==> src/design/fpu_pkg.sv <==
// Shared constants and types of the fan pin-use and status register bank
// How it works
// RQ1: Pin-use bits 0,1 pick I/O or analog
// RQ2: Pin-use bit 2 powers up one, writable
// RQ3: Bits 3,4 zero when diode one found
// RQ4: Bits 5,6 zero when diode two found
// RQ5: Reserved bits read zero, ignore writes
// RQ6: Alarm-force bits drive fans to alarm
// RQ7: Hot-plug-force bits drive fans to hot-plug
// RQ8: Full-force bits drive fans to full
// RQ9: Status bit 0 mirrors interrupt asserted
// RQ10: Status bit 1 shows incoming fault low
// RQ11: Status bit 2 shows cascade fault driven
// RQ12: Status bit 3 shows any alarm speed
// RQ13: Status bit 4 shows any hot-plug speed
// RQ14: Status bit 5 ORs I/O, analog events
// RQ15: Status bit 6 ORs fan latch bits
// RQ16: Status bit 7 ORs thermal fault bits
// RQ17: Summary register read-only, resets to zero
// RQ18: Fan latches edge set, write-zero clear; the code sets the tach latch on level
// RQ19: Interrupt level follows config bit 7
// RQ20: Writes to read-only bits are ignored
package fpu_pkg;

  // ----------------------------------------------------------------
  // Register offsets
  // ----------------------------------------------------------------
  localparam logic [7:0] REG_STATUS  = 8'h00;
  localparam logic [7:0] REG_CONFIG  = 8'h01;
  localparam logic [7:0] REG_PIN_USE = 8'h05;
  localparam logic [7:0] REG_ALARM   = 8'h07;
  localparam logic [7:0] REG_HOTPLUG = 8'h08;
  localparam logic [7:0] REG_FULL    = 8'h09;
  localparam logic [7:0] REG_FAN_ST0 = 8'h10;

  // ----------------------------------------------------------------
  // Reset values and writable masks
  // ----------------------------------------------------------------
  localparam logic [7:0] STATUS_RST  = 8'h00;
  localparam logic [7:0] CONFIG_RST  = 8'h00;
  localparam logic [7:0] PIN_USE_RST = 8'h7F;
  localparam logic [7:0] FORCE_RST   = 8'h00;
  localparam logic [7:0] CONFIG_MASK = 8'hE2;
  localparam logic [7:0] PIN_MASK    = 8'h7F;
  localparam logic [7:0] FORCE_MASK  = 8'h03;
  localparam logic [7:0] FAN_WMASK   = 8'h7A;
  localparam logic [7:0] READ_NONE   = 8'h00;

  // ----------------------------------------------------------------
  // Field positions
  // ----------------------------------------------------------------
  localparam int CFG_INT_OFF   = 1;
  localparam int CFG_FORCE_CF  = 5;
  localparam int CFG_FORCE_INT = 6;
  localparam int CFG_INT_POL   = 7;
  localparam int PU_D1_LO      = 3;
  localparam int PU_D2_LO      = 5;
  localparam int FB_MISS       = 0;
  localparam int FB_MISS_L     = 1;
  localparam int FB_FAULT      = 2;
  localparam int FB_FAULT_L    = 3;
  localparam int FB_SLEEP      = 4;
  localparam int FB_HP_PRI     = 5;
  localparam int FB_TACH_L     = 6;

  // ----------------------------------------------------------------
  // Serial bus and power-up timing
  // ----------------------------------------------------------------
  localparam logic [3:0] BYTE_BITS  = 4'h8;
  localparam logic [1:0] STRAP_WAIT = 2'h3;

  typedef enum logic [2:0] {
    FPU_IDLE, FPU_ADDR, FPU_ADDR_ACK, FPU_RX, FPU_RX_ACK,
    FPU_TX, FPU_TX_ACK
  } fpu_smb_state_t;

endpackage

==> src/design/fpu_fan_if.sv <==
// Register port between the bus engine and one fan status register
interface fpu_fan_if;
  logic       wr;
  logic [7:0] wdata;
  logic [7:0] rdata;
  modport regs (input wr, input wdata, output rdata);
  modport host (output wr, output wdata, input rdata);
endinterface

==> src/design/fpu_regs.sv <==
// Pin-use, fan force, config and summary status registers on a serial bus
module fpu_regs #(
  parameter logic [6:0] SLAVE_ADDR = 7'h2C  // Arbitrary default
) (
  input  wire logic       i_clk,
  input  wire logic       i_rst_n,
  input  wire logic       i_scl,
  input  wire logic       i_sda,
  output logic            o_sda,
  output logic            o_sda_oe,
  input  wire logic [1:0] i_fan_missing,
  input  wire logic [1:0] i_fan_fault_n,
  input  wire logic [1:0] i_tach_fault,
  input  wire logic       i_remote_diode_one,
  input  wire logic       i_remote_diode_two,
  input  wire logic [1:0] i_alarm_req,
  input  wire logic [1:0] i_hotplug_req,
  input  wire logic [6:0] i_gpio_event,
  input  wire logic [6:0] i_gpio_is_input,
  input  wire logic [1:0] i_analog_event,
  input  wire logic [2:0] i_thermal_event,
  input  wire logic       i_cascade_fault_line,
  output logic            o_cascade_fault_line,
  output logic            o_cascade_fault_line_oe,
  output logic            o_int,
  output logic [6:0]      o_pin_use,
  output logic [1:0]      o_fan_alarm,
  output logic [1:0]      o_fan_hotplug,
  output logic [1:0]      o_fan_full
);

  // ----------------------------------------------------------------
  // Input synchronisers
  // ----------------------------------------------------------------
  logic [1:0] bus_q;
  logic [1:0] miss_q;
  logic [1:0] fault_n_q;
  logic [2:0] misc_q;
  logic       scl_q, sda_q, scl_d, sda_d;

  fpu_sync #(.W(2), .RST(2'h3)) u_sync_bus (
    .i_clk   (i_clk),
    .i_rst_n (i_rst_n),
    .i_d     ({i_scl, i_sda}),
    .o_q     (bus_q)
  );
  fpu_sync #(.W(4), .RST(4'h3)) u_sync_fan (
    .i_clk   (i_clk),
    .i_rst_n (i_rst_n),
    .i_d     ({i_fan_missing, i_fan_fault_n}),
    .o_q     ({miss_q, fault_n_q})
  );
  fpu_sync #(.W(3), .RST(3'h4)) u_sync_misc (
    .i_clk   (i_clk),
    .i_rst_n (i_rst_n),
    .i_d     ({i_cascade_fault_line, i_remote_diode_one,
               i_remote_diode_two}),
    .o_q     (misc_q)
  );
  assign scl_q = bus_q[1];
  assign sda_q = bus_q[0];

  // ----------------------------------------------------------------
  // Fan status registers
  // ----------------------------------------------------------------
  logic       wr;
  logic [7:0] wbyte;
  logic [7:0] ptr;
  logic [7:0] fan_st [2];

  for (genvar f = 0; f < 2; f++) begin : g_fan
    fpu_fan_if fif ();
    assign fif.wr    = wr && (ptr == fpu_pkg::REG_FAN_ST0 + 8'(f));
    assign fif.wdata = wbyte & fpu_pkg::FAN_WMASK; // RQ20
    assign fan_st[f] = fif.rdata;
    fpu_fan_status u_fan (
      .i_clk        (i_clk),
      .i_rst_n      (i_rst_n),
      .i_missing    (miss_q[f]),
      .i_fault_n    (fault_n_q[f]),
      .i_tach_fault (i_tach_fault[f]),
      .bus          (fif.regs)
    );
  end

  // ----------------------------------------------------------------
  // Serial bus engine
  // ----------------------------------------------------------------
  fpu_pkg::fpu_smb_state_t st, next_st;
  logic [7:0] sh, next_sh, next_ptr, rd_byte;
  logic [3:0] cnt, next_cnt;
  logic       rw, next_rw, next_oe, next_wr;
  logic       rise, fall, start, stop;

  always_comb begin
    rise     = scl_q & ~scl_d;
    fall     = ~scl_q & scl_d;
    start    = scl_q & scl_d & sda_d & ~sda_q;
    stop     = scl_q & scl_d & ~sda_d & sda_q;
    next_st  = st;
    next_sh  = sh;
    next_ptr = ptr;
    next_cnt = cnt;
    next_rw  = rw;
    next_oe  = o_sda_oe;
    next_wr  = 1'b0;
    if (stop) begin
      next_st = fpu_pkg::FPU_IDLE;
      next_oe = 1'b0;
    end else if (start) begin
      next_st  = fpu_pkg::FPU_ADDR;
      next_cnt = '0;
      next_oe  = 1'b0;
    end else begin
      case (st)
        fpu_pkg::FPU_ADDR, fpu_pkg::FPU_RX: begin
          if (rise) begin
            next_sh  = {sh[6:0], sda_q};
            next_cnt = cnt + 4'h1;
          end else if (fall && cnt == fpu_pkg::BYTE_BITS) begin
            next_cnt = '0;
            if (st == fpu_pkg::FPU_ADDR) begin
              if (sh[7:1] == SLAVE_ADDR) begin
                next_rw = sh[0];
                next_oe = 1'b1;
                next_st = fpu_pkg::FPU_ADDR_ACK;
              end else begin
                next_st = fpu_pkg::FPU_IDLE;
              end
            end else begin
              // First byte after a write address is the pointer
              if (rw) begin
                next_wr = 1'b1;
              end else begin
                next_ptr = sh;
              end
              next_rw = 1'b1;
              next_oe = 1'b1;
              next_st = fpu_pkg::FPU_RX_ACK;
            end
          end
        end
        fpu_pkg::FPU_ADDR_ACK: begin
          if (fall) begin
            if (rw) begin
              next_sh  = rd_byte;
              next_oe  = ~rd_byte[7];
              next_cnt = 4'h1;
              next_st  = fpu_pkg::FPU_TX;
            end else begin
              next_oe = 1'b0;
              next_st = fpu_pkg::FPU_RX;
            end
          end
        end
        fpu_pkg::FPU_RX_ACK: begin
          if (fall) begin
            next_oe = 1'b0;
            next_st = fpu_pkg::FPU_RX;
          end
        end
        fpu_pkg::FPU_TX: begin
          if (fall) begin
            if (cnt == fpu_pkg::BYTE_BITS) begin
              next_oe = 1'b0;
              next_st = fpu_pkg::FPU_TX_ACK;
            end else begin
              next_sh  = {sh[6:0], 1'b0};
              next_oe  = ~sh[6];
              next_cnt = cnt + 4'h1;
            end
          end
        end
        fpu_pkg::FPU_TX_ACK: begin
          if (rise) begin
            next_st = sda_q ? fpu_pkg::FPU_IDLE : fpu_pkg::FPU_ADDR_ACK;
          end
        end
        default: begin
          next_st = fpu_pkg::FPU_IDLE;
        end
      endcase
    end
  end

  always_ff @(posedge i_clk or negedge i_rst_n) begin
    if (!i_rst_n) begin
      st       <= fpu_pkg::FPU_IDLE;
      sh       <= '0;
      ptr      <= '0;
      cnt      <= '0;
      rw       <= 1'b0;
      wr       <= 1'b0;
      wbyte    <= '0;
      o_sda_oe <= 1'b0;
      o_sda    <= 1'b0;
      scl_d    <= 1'b1;
      sda_d    <= 1'b1;
    end else begin
      st       <= next_st;
      sh       <= next_sh;
      ptr      <= next_ptr;
      cnt      <= next_cnt;
      rw       <= next_rw;
      wr       <= next_wr;
      wbyte    <= sh;
      o_sda_oe <= next_oe;
      o_sda    <= 1'b0;
      scl_d    <= scl_q;
      sda_d    <= sda_q;
    end
  end

  // ----------------------------------------------------------------
  // Writable registers
  // ----------------------------------------------------------------
  logic [7:0] cfg, pin_use, alarm_f, hot_f, full_f;
  logic [7:0] next_cfg, next_pin_use, next_alarm_f, next_hot_f, next_full_f;
  logic [1:0] strap_cnt, next_strap_cnt;

  always_comb begin
    next_cfg       = cfg;
    next_pin_use   = pin_use;
    next_alarm_f   = alarm_f;
    next_hot_f     = hot_f;
    next_full_f    = full_f;
    next_strap_cnt = strap_cnt;
    // Diode sense is sampled once the synchronisers hold real levels
    if (strap_cnt != fpu_pkg::STRAP_WAIT) begin
      next_strap_cnt = strap_cnt + 2'h1;
      if (strap_cnt == fpu_pkg::STRAP_WAIT - 2'h1) begin
        next_pin_use[fpu_pkg::PU_D1_LO +: 2] = {2{~misc_q[1]}}; // RQ3
        next_pin_use[fpu_pkg::PU_D2_LO +: 2] = {2{~misc_q[0]}}; // RQ4
      end
    end
    if (wr) begin
      case (ptr)
        fpu_pkg::REG_CONFIG:  next_cfg = wbyte & fpu_pkg::CONFIG_MASK;
        fpu_pkg::REG_PIN_USE: next_pin_use = wbyte & fpu_pkg::PIN_MASK; // RQ1
        fpu_pkg::REG_ALARM:   next_alarm_f = wbyte & fpu_pkg::FORCE_MASK;
        fpu_pkg::REG_HOTPLUG: next_hot_f = wbyte & fpu_pkg::FORCE_MASK;   // RQ5
        fpu_pkg::REG_FULL:    next_full_f = wbyte & fpu_pkg::FORCE_MASK;  // RQ5
        default:              next_cfg = cfg; // RQ20
      endcase
    end
  end

  always_ff @(posedge i_clk or negedge i_rst_n) begin
    if (!i_rst_n) begin
      cfg       <= fpu_pkg::CONFIG_RST;
      pin_use   <= fpu_pkg::PIN_USE_RST; // RQ1 RQ2
      alarm_f   <= fpu_pkg::FORCE_RST;   // RQ6
      hot_f     <= fpu_pkg::FORCE_RST;   // RQ7
      full_f    <= fpu_pkg::FORCE_RST;   // RQ8
      strap_cnt <= '0;
    end else begin
      cfg       <= next_cfg;
      pin_use   <= next_pin_use;
      alarm_f   <= next_alarm_f;
      hot_f     <= next_hot_f;
      full_f    <= next_full_f;
      strap_cnt <= next_strap_cnt;
    end
  end

  // ----------------------------------------------------------------
  // Fan speed modes, summary status and fault pins
  // ----------------------------------------------------------------
  logic [1:0] alarm_on, hot_on, fan_latch, cf_hist;
  logic [7:0] status, next_status;
  logic       gpio_any, fan_any, therm_any, int_on, cf_drive, cf_seen;

  always_comb begin
    for (int f = 0; f < 2; f++) begin
      fan_latch[f] = fan_st[f][fpu_pkg::FB_MISS_L]
                   | fan_st[f][fpu_pkg::FB_FAULT_L]
                   | fan_st[f][fpu_pkg::FB_TACH_L]; // RQ15
      // When both modes are asked for, the priority bit picks one
      alarm_on[f] = (alarm_f[f] | i_alarm_req[f])
                  & ~((hot_f[f] | i_hotplug_req[f])
                      & fan_st[f][fpu_pkg::FB_HP_PRI]); // RQ6
      hot_on[f]   = (hot_f[f] | i_hotplug_req[f])
                  & ~(alarm_on[f]); // RQ7
    end
    gpio_any  = |(i_gpio_event & i_gpio_is_input) | |i_analog_event; // RQ14
    fan_any   = |fan_latch;        // RQ15
    therm_any = |i_thermal_event;  // RQ16
    cf_drive  = cfg[fpu_pkg::CFG_FORCE_CF] | fan_any | therm_any;
    // Our own drive lingers two cycles in the synchroniser; mask it
    cf_seen   = ~misc_q[2] & ~o_cascade_fault_line_oe & ~|cf_hist;
    int_on    = ~cfg[fpu_pkg::CFG_INT_OFF]
              & (cfg[fpu_pkg::CFG_FORCE_INT] | gpio_any | fan_any
                 | therm_any);
    next_status = {therm_any, fan_any, gpio_any, |hot_on, |alarm_on,
                   cf_drive, cf_seen, int_on}; // RQ9 RQ10 RQ11 RQ12 RQ13
  end

  always_ff @(posedge i_clk or negedge i_rst_n) begin
    if (!i_rst_n) begin
      status                  <= fpu_pkg::STATUS_RST; // RQ17
      o_int                   <= 1'b1;
      o_cascade_fault_line    <= 1'b0;
      o_cascade_fault_line_oe <= 1'b0;
      cf_hist                 <= '0;
      o_pin_use               <= fpu_pkg::PIN_USE_RST[6:0];
      o_fan_alarm             <= '0;
      o_fan_hotplug           <= '0;
      o_fan_full              <= '0;
    end else begin
      status                  <= next_status;
      o_int                   <= int_on ~^ cfg[fpu_pkg::CFG_INT_POL]; // RQ19
      o_cascade_fault_line    <= 1'b0;
      o_cascade_fault_line_oe <= cf_drive; // RQ11
      cf_hist                 <= {cf_hist[0], o_cascade_fault_line_oe};
      o_pin_use               <= pin_use[6:0]; // RQ1
      o_fan_alarm             <= alarm_on;      // RQ6
      o_fan_hotplug           <= hot_on;        // RQ7
      o_fan_full              <= full_f[1:0];   // RQ8
    end
  end

  // ----------------------------------------------------------------
  // Read multiplexer
  // ----------------------------------------------------------------
  always_comb begin
    case (ptr)
      fpu_pkg::REG_STATUS:              rd_byte = status; // RQ17
      fpu_pkg::REG_CONFIG:              rd_byte = cfg;
      fpu_pkg::REG_PIN_USE:             rd_byte = pin_use; // RQ5
      fpu_pkg::REG_ALARM:               rd_byte = alarm_f;
      fpu_pkg::REG_HOTPLUG:             rd_byte = hot_f;
      fpu_pkg::REG_FULL:                rd_byte = full_f;
      fpu_pkg::REG_FAN_ST0:             rd_byte = fan_st[0];
      fpu_pkg::REG_FAN_ST0 + 8'h01:     rd_byte = fan_st[1];
      default:                          rd_byte = fpu_pkg::READ_NONE;
    endcase
  end
endmodule

==> src/design/fpu_sync.sv <==
// Two-stage synchroniser for signals from outside the clock domain
module fpu_sync #(
  parameter int         W   = 1,
  parameter logic [W-1:0] RST = '0
) (
  input  wire logic         i_clk,
  input  wire logic         i_rst_n,
  input  wire logic [W-1:0] i_d,
  output logic      [W-1:0] o_q
);
  logic [W-1:0] meta;

  always_ff @(posedge i_clk or negedge i_rst_n) begin
    if (!i_rst_n) begin
      meta <= RST;
      o_q  <= RST;
    end else begin
      meta <= i_d;
      o_q  <= meta;
    end
  end
endmodule

==> src/design/fpu_fan_status.sv <==
// One fan status register with its event latches, miss and fault edge-triggered, tach level-set
module fpu_fan_status (
  input  wire logic  i_clk,
  input  wire logic  i_rst_n,
  input  wire logic  i_missing,
  input  wire logic  i_fault_n,
  input  wire logic  i_tach_fault,
  fpu_fan_if.regs    bus
);
  logic miss_l, fault_l, tach_l, sleep, hp_pri, miss_d, fault_d;
  logic next_miss_l, next_fault_l, next_tach_l, next_sleep, next_hp_pri;
  logic fault_now;

  // ----------------------------------------------------------------
  // Latches: write 0 clears, a new event in the same cycle wins
  // ----------------------------------------------------------------
  always_comb begin
    fault_now    = ~i_fault_n & ~sleep;
    next_miss_l  = miss_l;
    next_fault_l = fault_l;
    next_tach_l  = tach_l;
    next_sleep   = sleep;
    next_hp_pri  = hp_pri;
    if (bus.wr) begin
      next_miss_l  = miss_l & bus.wdata[fpu_pkg::FB_MISS_L];   // RQ18
      next_fault_l = fault_l & bus.wdata[fpu_pkg::FB_FAULT_L]; // RQ18
      next_tach_l  = tach_l & bus.wdata[fpu_pkg::FB_TACH_L];   // RQ18
      next_sleep   = bus.wdata[fpu_pkg::FB_SLEEP];
      next_hp_pri  = bus.wdata[fpu_pkg::FB_HP_PRI];
    end
    if (i_missing && !miss_d) begin
      next_miss_l = 1'b1; // RQ18
    end
    if (fault_now && !fault_d) begin
      next_fault_l = 1'b1; // RQ18
    end
    if (i_tach_fault && !sleep) begin
      next_tach_l = 1'b1; // RQ18
    end
    // An absent fan cannot hold a fault, so absence overrides events
    if (i_missing) begin
      next_fault_l = 1'b0; // RQ18
      next_tach_l  = 1'b0; // RQ18
    end
  end

  always_ff @(posedge i_clk or negedge i_rst_n) begin
    if (!i_rst_n) begin
      miss_l  <= 1'b0;
      fault_l <= 1'b0;
      tach_l  <= 1'b0;
      sleep   <= 1'b0;
      hp_pri  <= 1'b0;
      miss_d  <= 1'b0;
      fault_d <= 1'b0;
    end else begin
      miss_l  <= next_miss_l;
      fault_l <= next_fault_l;
      tach_l  <= next_tach_l;
      sleep   <= next_sleep;
      hp_pri  <= next_hp_pri;
      miss_d  <= i_missing;
      fault_d <= fault_now;
    end
  end

  always_comb begin
    bus.rdata = fpu_pkg::READ_NONE; // RQ5
    bus.rdata[fpu_pkg::FB_MISS]    = i_missing;
    bus.rdata[fpu_pkg::FB_MISS_L]  = miss_l;
    bus.rdata[fpu_pkg::FB_FAULT]   = ~i_fault_n;
    bus.rdata[fpu_pkg::FB_FAULT_L] = fault_l;
    bus.rdata[fpu_pkg::FB_SLEEP]   = sleep;
    bus.rdata[fpu_pkg::FB_HP_PRI]  = hp_pri;
    bus.rdata[fpu_pkg::FB_TACH_L]  = tach_l;
  end
endmodule

==> config.mk <==
export PLATFORM = sky130hd
export DESIGN_NAME = fpu_regs
export DESIGN_NICKNAME = d
export VERILOG_FILES = /design/src/design/fpu_pkg.sv /design/src/design/fpu_fan_if.sv /design/src/design/fpu_regs.sv /design/src/design/fpu_sync.sv /design/src/design/fpu_fan_status.sv
export SDC_FILE = /design/constraint.sdc
export NUM_CORES = 1
export LEC_CHECK = 0
export ABC_AREA = 0
export BUFFER_PORTS_ARGS = -buffer_cell sky130_fd_sc_hd__buf_2
export CORE_MARGIN = 10
export CORE_UTILIZATION = 40
export DETAILED_ROUTE_END_ITERATION = 7
export RECOVER_POWER = 25
export SETUP_SLACK_MARGIN = 0.4
export SLEW_MARGIN = 10
export SYNTH_ARGS = -nofsm -noshare
export SYNTH_HDL_FRONTEND = slang
export SYNTH_SLANG_ARGS = --single-unit
==> constraint.sdc <==
create_clock -name i_clk -period 3.5 [get_ports i_clk]
set_input_delay 0.175 -clock i_clk [delete_from_list [all_inputs] [get_ports i_clk]]
set_output_delay 0.175 -clock i_clk [all_outputs]
set_load 0.01 [all_outputs]
==> metrics.md <==
| Metric | Value |
|---|---|
| Status | `finished, final reports clean` |
| Final slew viol count | `0` |
| Setup Skew | `0.00895 ns` |
| Delay of the slowest cell on the worst path | `0.58 ns` |
| Placer Congestion | `0.869` |
| Pin count of the biggest net entering global routing | `59` |
| I/O pins | `54` |
| Number of remaining DRC errors | `0` |
| RSZ-0062 raised after global routing | `false` |
| Cell variety after synth | `72` |
| Sequential share of power | `54.9%` |
| Crit path arrival time | `2.49 ns` |
| CP bufs+invs | `0` |
| Core region area | `0.0120 sq mm` |
| Top delay family on crit path | `simple AND/OR/NAND/NOR gates` |
| Synth Register Bits | `111` |
| Vias in the first global route | `3461` |
| Async set or reset register ratio after synthesis | `100%` |
| Comb power frac | `7.9%` |
| Post-synth EDFFs | `0` |
| Drt first-iter violations | `242` |
| Final Cell Area | `0.00564 sq mm` |
| Period minus WS final | `2.20 ns` |
| Worst slew margin | `9.49%` |
| Nets | `512` |
| CTS root buf | `clkbuf_16` |
| CTS H-Tree Depth | `3` |
| Sw frac | `28.1%` |
| Leak Pwr | `2.47 nW` |
| Pwr/cell area | `497 mW/mm^2` |
| DR vias | `3442` |
| Via density | `5.52` |
| Worst-path clk slew | `0.08 ns` |
| DP Wirelength | `8020 um` |
| CTS Buf Count | `9` |
| Worst Hold Class | `in2reg` |
| Tcrit/Tclk final | `63.0%` |
| Hold Vio Cnt, Final | `0` |
| Mapped Cells | `414` |
| Share of cells above drive strength 1 | `27.0%` |
| Synthesis warning total | `0` |
| Main flop type after synthesis | `dfrtp_1` |
| Cts hold-fix bufs | `10` |
| Worst-path fanout max | `13` |
| Top cell type's share of synthesized area | `43.1%` |
| Antenna cell count | `0` |
| Grt ovf | `0` |
| WL/cell | `17.9 um` |
| Row cnt | `40` |
| Critical Path, Cell by Cell | `nor4_4, and4b_1, nand2_1, mux2_4` |
| Worst-Skew Late Latency | `0.35 ns` |
| Final setup fails | `0` |
| Net Switching | `786 uW` |
| Synthesized area | `0.00487 sq mm` |
| Max Freq | `454 MHz` |
| Total wire length | `11200 um` |
| Area Growth Syn to Fin | `15.7%` |
| Placed Area | `0.00523 sq mm` |
| Max Root-Sink Buffers | `2` |
| Worst slew pin tran | `1.36 ns` |
| Startpoint Class | `flop` |
| Die width | `130 um` |
| Setup TNS | `0 ns` |
| Critical-path top delay cell | `dfrtp_1` |
| Syn avg cell area | `11.8 sq um` |
| CTS tree | `built` |
| Initial antenna violation count | `0` |
| Detail Route Antenna Nets | `0` |
| Drt first pass iters | `5` |
| GRT Overall Usage | `14.0%` |
| Max-cap viol count | `0` |
| Int Power | `2.01 mW` |
| Die area | `0.0170 sq mm` |
| Data required time of the worst path | `3.79 ns` |
| First-pass GRT wire length | `18600 um` |
| Post-CTS setup buffer count | `0` |
| Starting density of the core | `40.7%` |
| Die Y | `130 um` |
| Ranking of synthesized cells by area | `dfrtp_1, dfstp_2, mux2_2` |
| Sequential area share after synthesis | `57.7%` |
| Sink Count | `111` |
| Port Buf Inserts | `51` |
| Peak VDD IR | `0.206 mV` |
| Clock power share | `37.2%` |
| CTS-repair resized insts | `0` |
| Post-synth top area cell | `dfrtp_1` |
| Crit Path Class | `reg2reg` |
| Setup crit end kind | `flop` |
## worst paths after layout
kind | cells past startpoint | from | slack (ns) | endpoint
setup / recovery | 4 | ptr[4] | 1.30 | pin_use[2]
hold / removal | 3 | i_thermal_event[2] | 0.05 | status[7]
max in group asynchronous | 3 | i_rst_n | 1.69 | o_pin_use[5]
setup reg to reg | 4 | ptr[4] | 1.30 | pin_use[2]
hold reg to reg | 0 | u_sync_fan.meta[2] | 0.36 | u_sync_fan.o_q[2]
min in group asynchronous | 2 | i_rst_n | 0.68 | strap_cnt[1]
## metal layers
metal  global-route usage (%)  wire length (um)  part of all wire, %  vias to the layer above
li1                         -                 -                    -                     1613
met1                     20.0              5570                   50                     1692
met2                     20.2              4830                   43                      123
met3                     2.62               605                  5.4                       14
met4                     5.82               196                  1.8                        0
met5                        0                 0                    0                        -
## worst register-to-register path: cells and delay by family (launching register included)
family | cells | cell delay (ns)
AND/OR/NAND/NOR | 3 | 1.18
flip-flops | 1 | 0.58
multiplexers | 1 | 0.39
## cell usage after synthesis, types with 2 or more instances
cell type   n
dfrtp_1    84
nor2_1     32
o21ai_0    28
dfstp_2    27
a21oi_1    25
mux2_2     24
nand2_1    21
inv_1      13
mux2i_1    11
nand3_1    11
nand2b_1    8
nor3_1      8
nand4_1     7
a22oi_1     6
a31oi_1     6
buf_2       6
nor2b_1     6
a211oi_1    5
and2_1      5
buf_4       5
clkbuf_1    4
ha_1        4
nor4_1      3
o211ai_1    3
a21o_1      2
a221o_1     2
a22o_1      2
a32oi_1     2
buf_6       2
mux2_4      2
nor3b_1     2
nor4_4      2
o22a_1      2
o22ai_1     2
o2bb2ai_1   2
o32ai_2     2
or3_1       2
xnor2_1     2
## cells in the final DEF, fill, tap and decap left out, drive strengths merged, types with 8 or more instances in the layout
cell and n:
mux2i 11, nor2 33, o21ai 28, nor3 9, a21oi 26, dlygate4sd3 10
nand2 21, inv 18, dfrtp 84, dfstp 27, buf 53, nand3 12
clkbuf 10, nand2b 8, mux2 26
## through the flow
stage	hold slack (ns)	instances	util [%]	setup slack (ns)	power [mW]
2_1_floorplan	-0.121	415	-	1.67	1.64
3_3_place_gp	0.258	598	43.7	1.37	1.77
3_5_place_dp	0.269	598	43.7	1.31	1.78
4_1_cts	0.0373	624	47.1	1.30	2.84
5_1_grt	0.0707	624	47.1	1.16	2.92
6_report	0.0464	624	47.1	1.30	2.80
## power groups by stage
| stage | combinational [mW] | sequential (mW) | clock (mW) |
|---|---|---|---|
| finish | 0.220 | 1.54 | 1.04 |
| global route | 0.251 | 1.56 | 1.12 |
| CTS | 0.225 | 1.54 | 1.07 |
| detailed placement | 0.214 | 1.56 | 0 |
| global placement | 0.209 | 1.57 | 0 |
| floorplan | 0.145 | 1.50 | 0 |
## state kept, by name (all words and copies together) (netlist names), 3 cells and up
register / flops
wbyte: 8
status: 8
u_sync_fan.meta: 4
o_pin_use: 7
cnt: 4
st: 3
ptr: 8
u_sync_fan.o_q: 4
pin_use: 7
cfg: 4
u_sync_misc.meta: 3
u_sync_misc.o_q: 3
sh: 8
## area by class of cell
class | count | area [sq um]
inverter | 13 | 48.8
multi-input combinational | 273 | 1910
clock inverter | 7 | 82.6
tap | 147 | 184
sequential | 111 | 2810
clock buffer | 9 | 225
timing repair buffer | 64 | 378
fill | 1078 | 6320
## kinds of logic (layout without fill, tap and decap cells)
logic type | count (synthesis) | after routing | synth area share [%]
simple gates | 124 | 124 | 14.5
flops | 111 | 111 | 57.7
compound gates | 102 | 102 | 14.3
mux | 37 | 37 | 8.42
buf+inv | 31 | 93 | 3.26
fa+ha+maj | 5 | 5 | 1.23
xor+xnor | 3 | 3 | 0.539
other cells | 1 | 2 | 0.0769
Note: power is estimated with default switching activity, not from simulation.
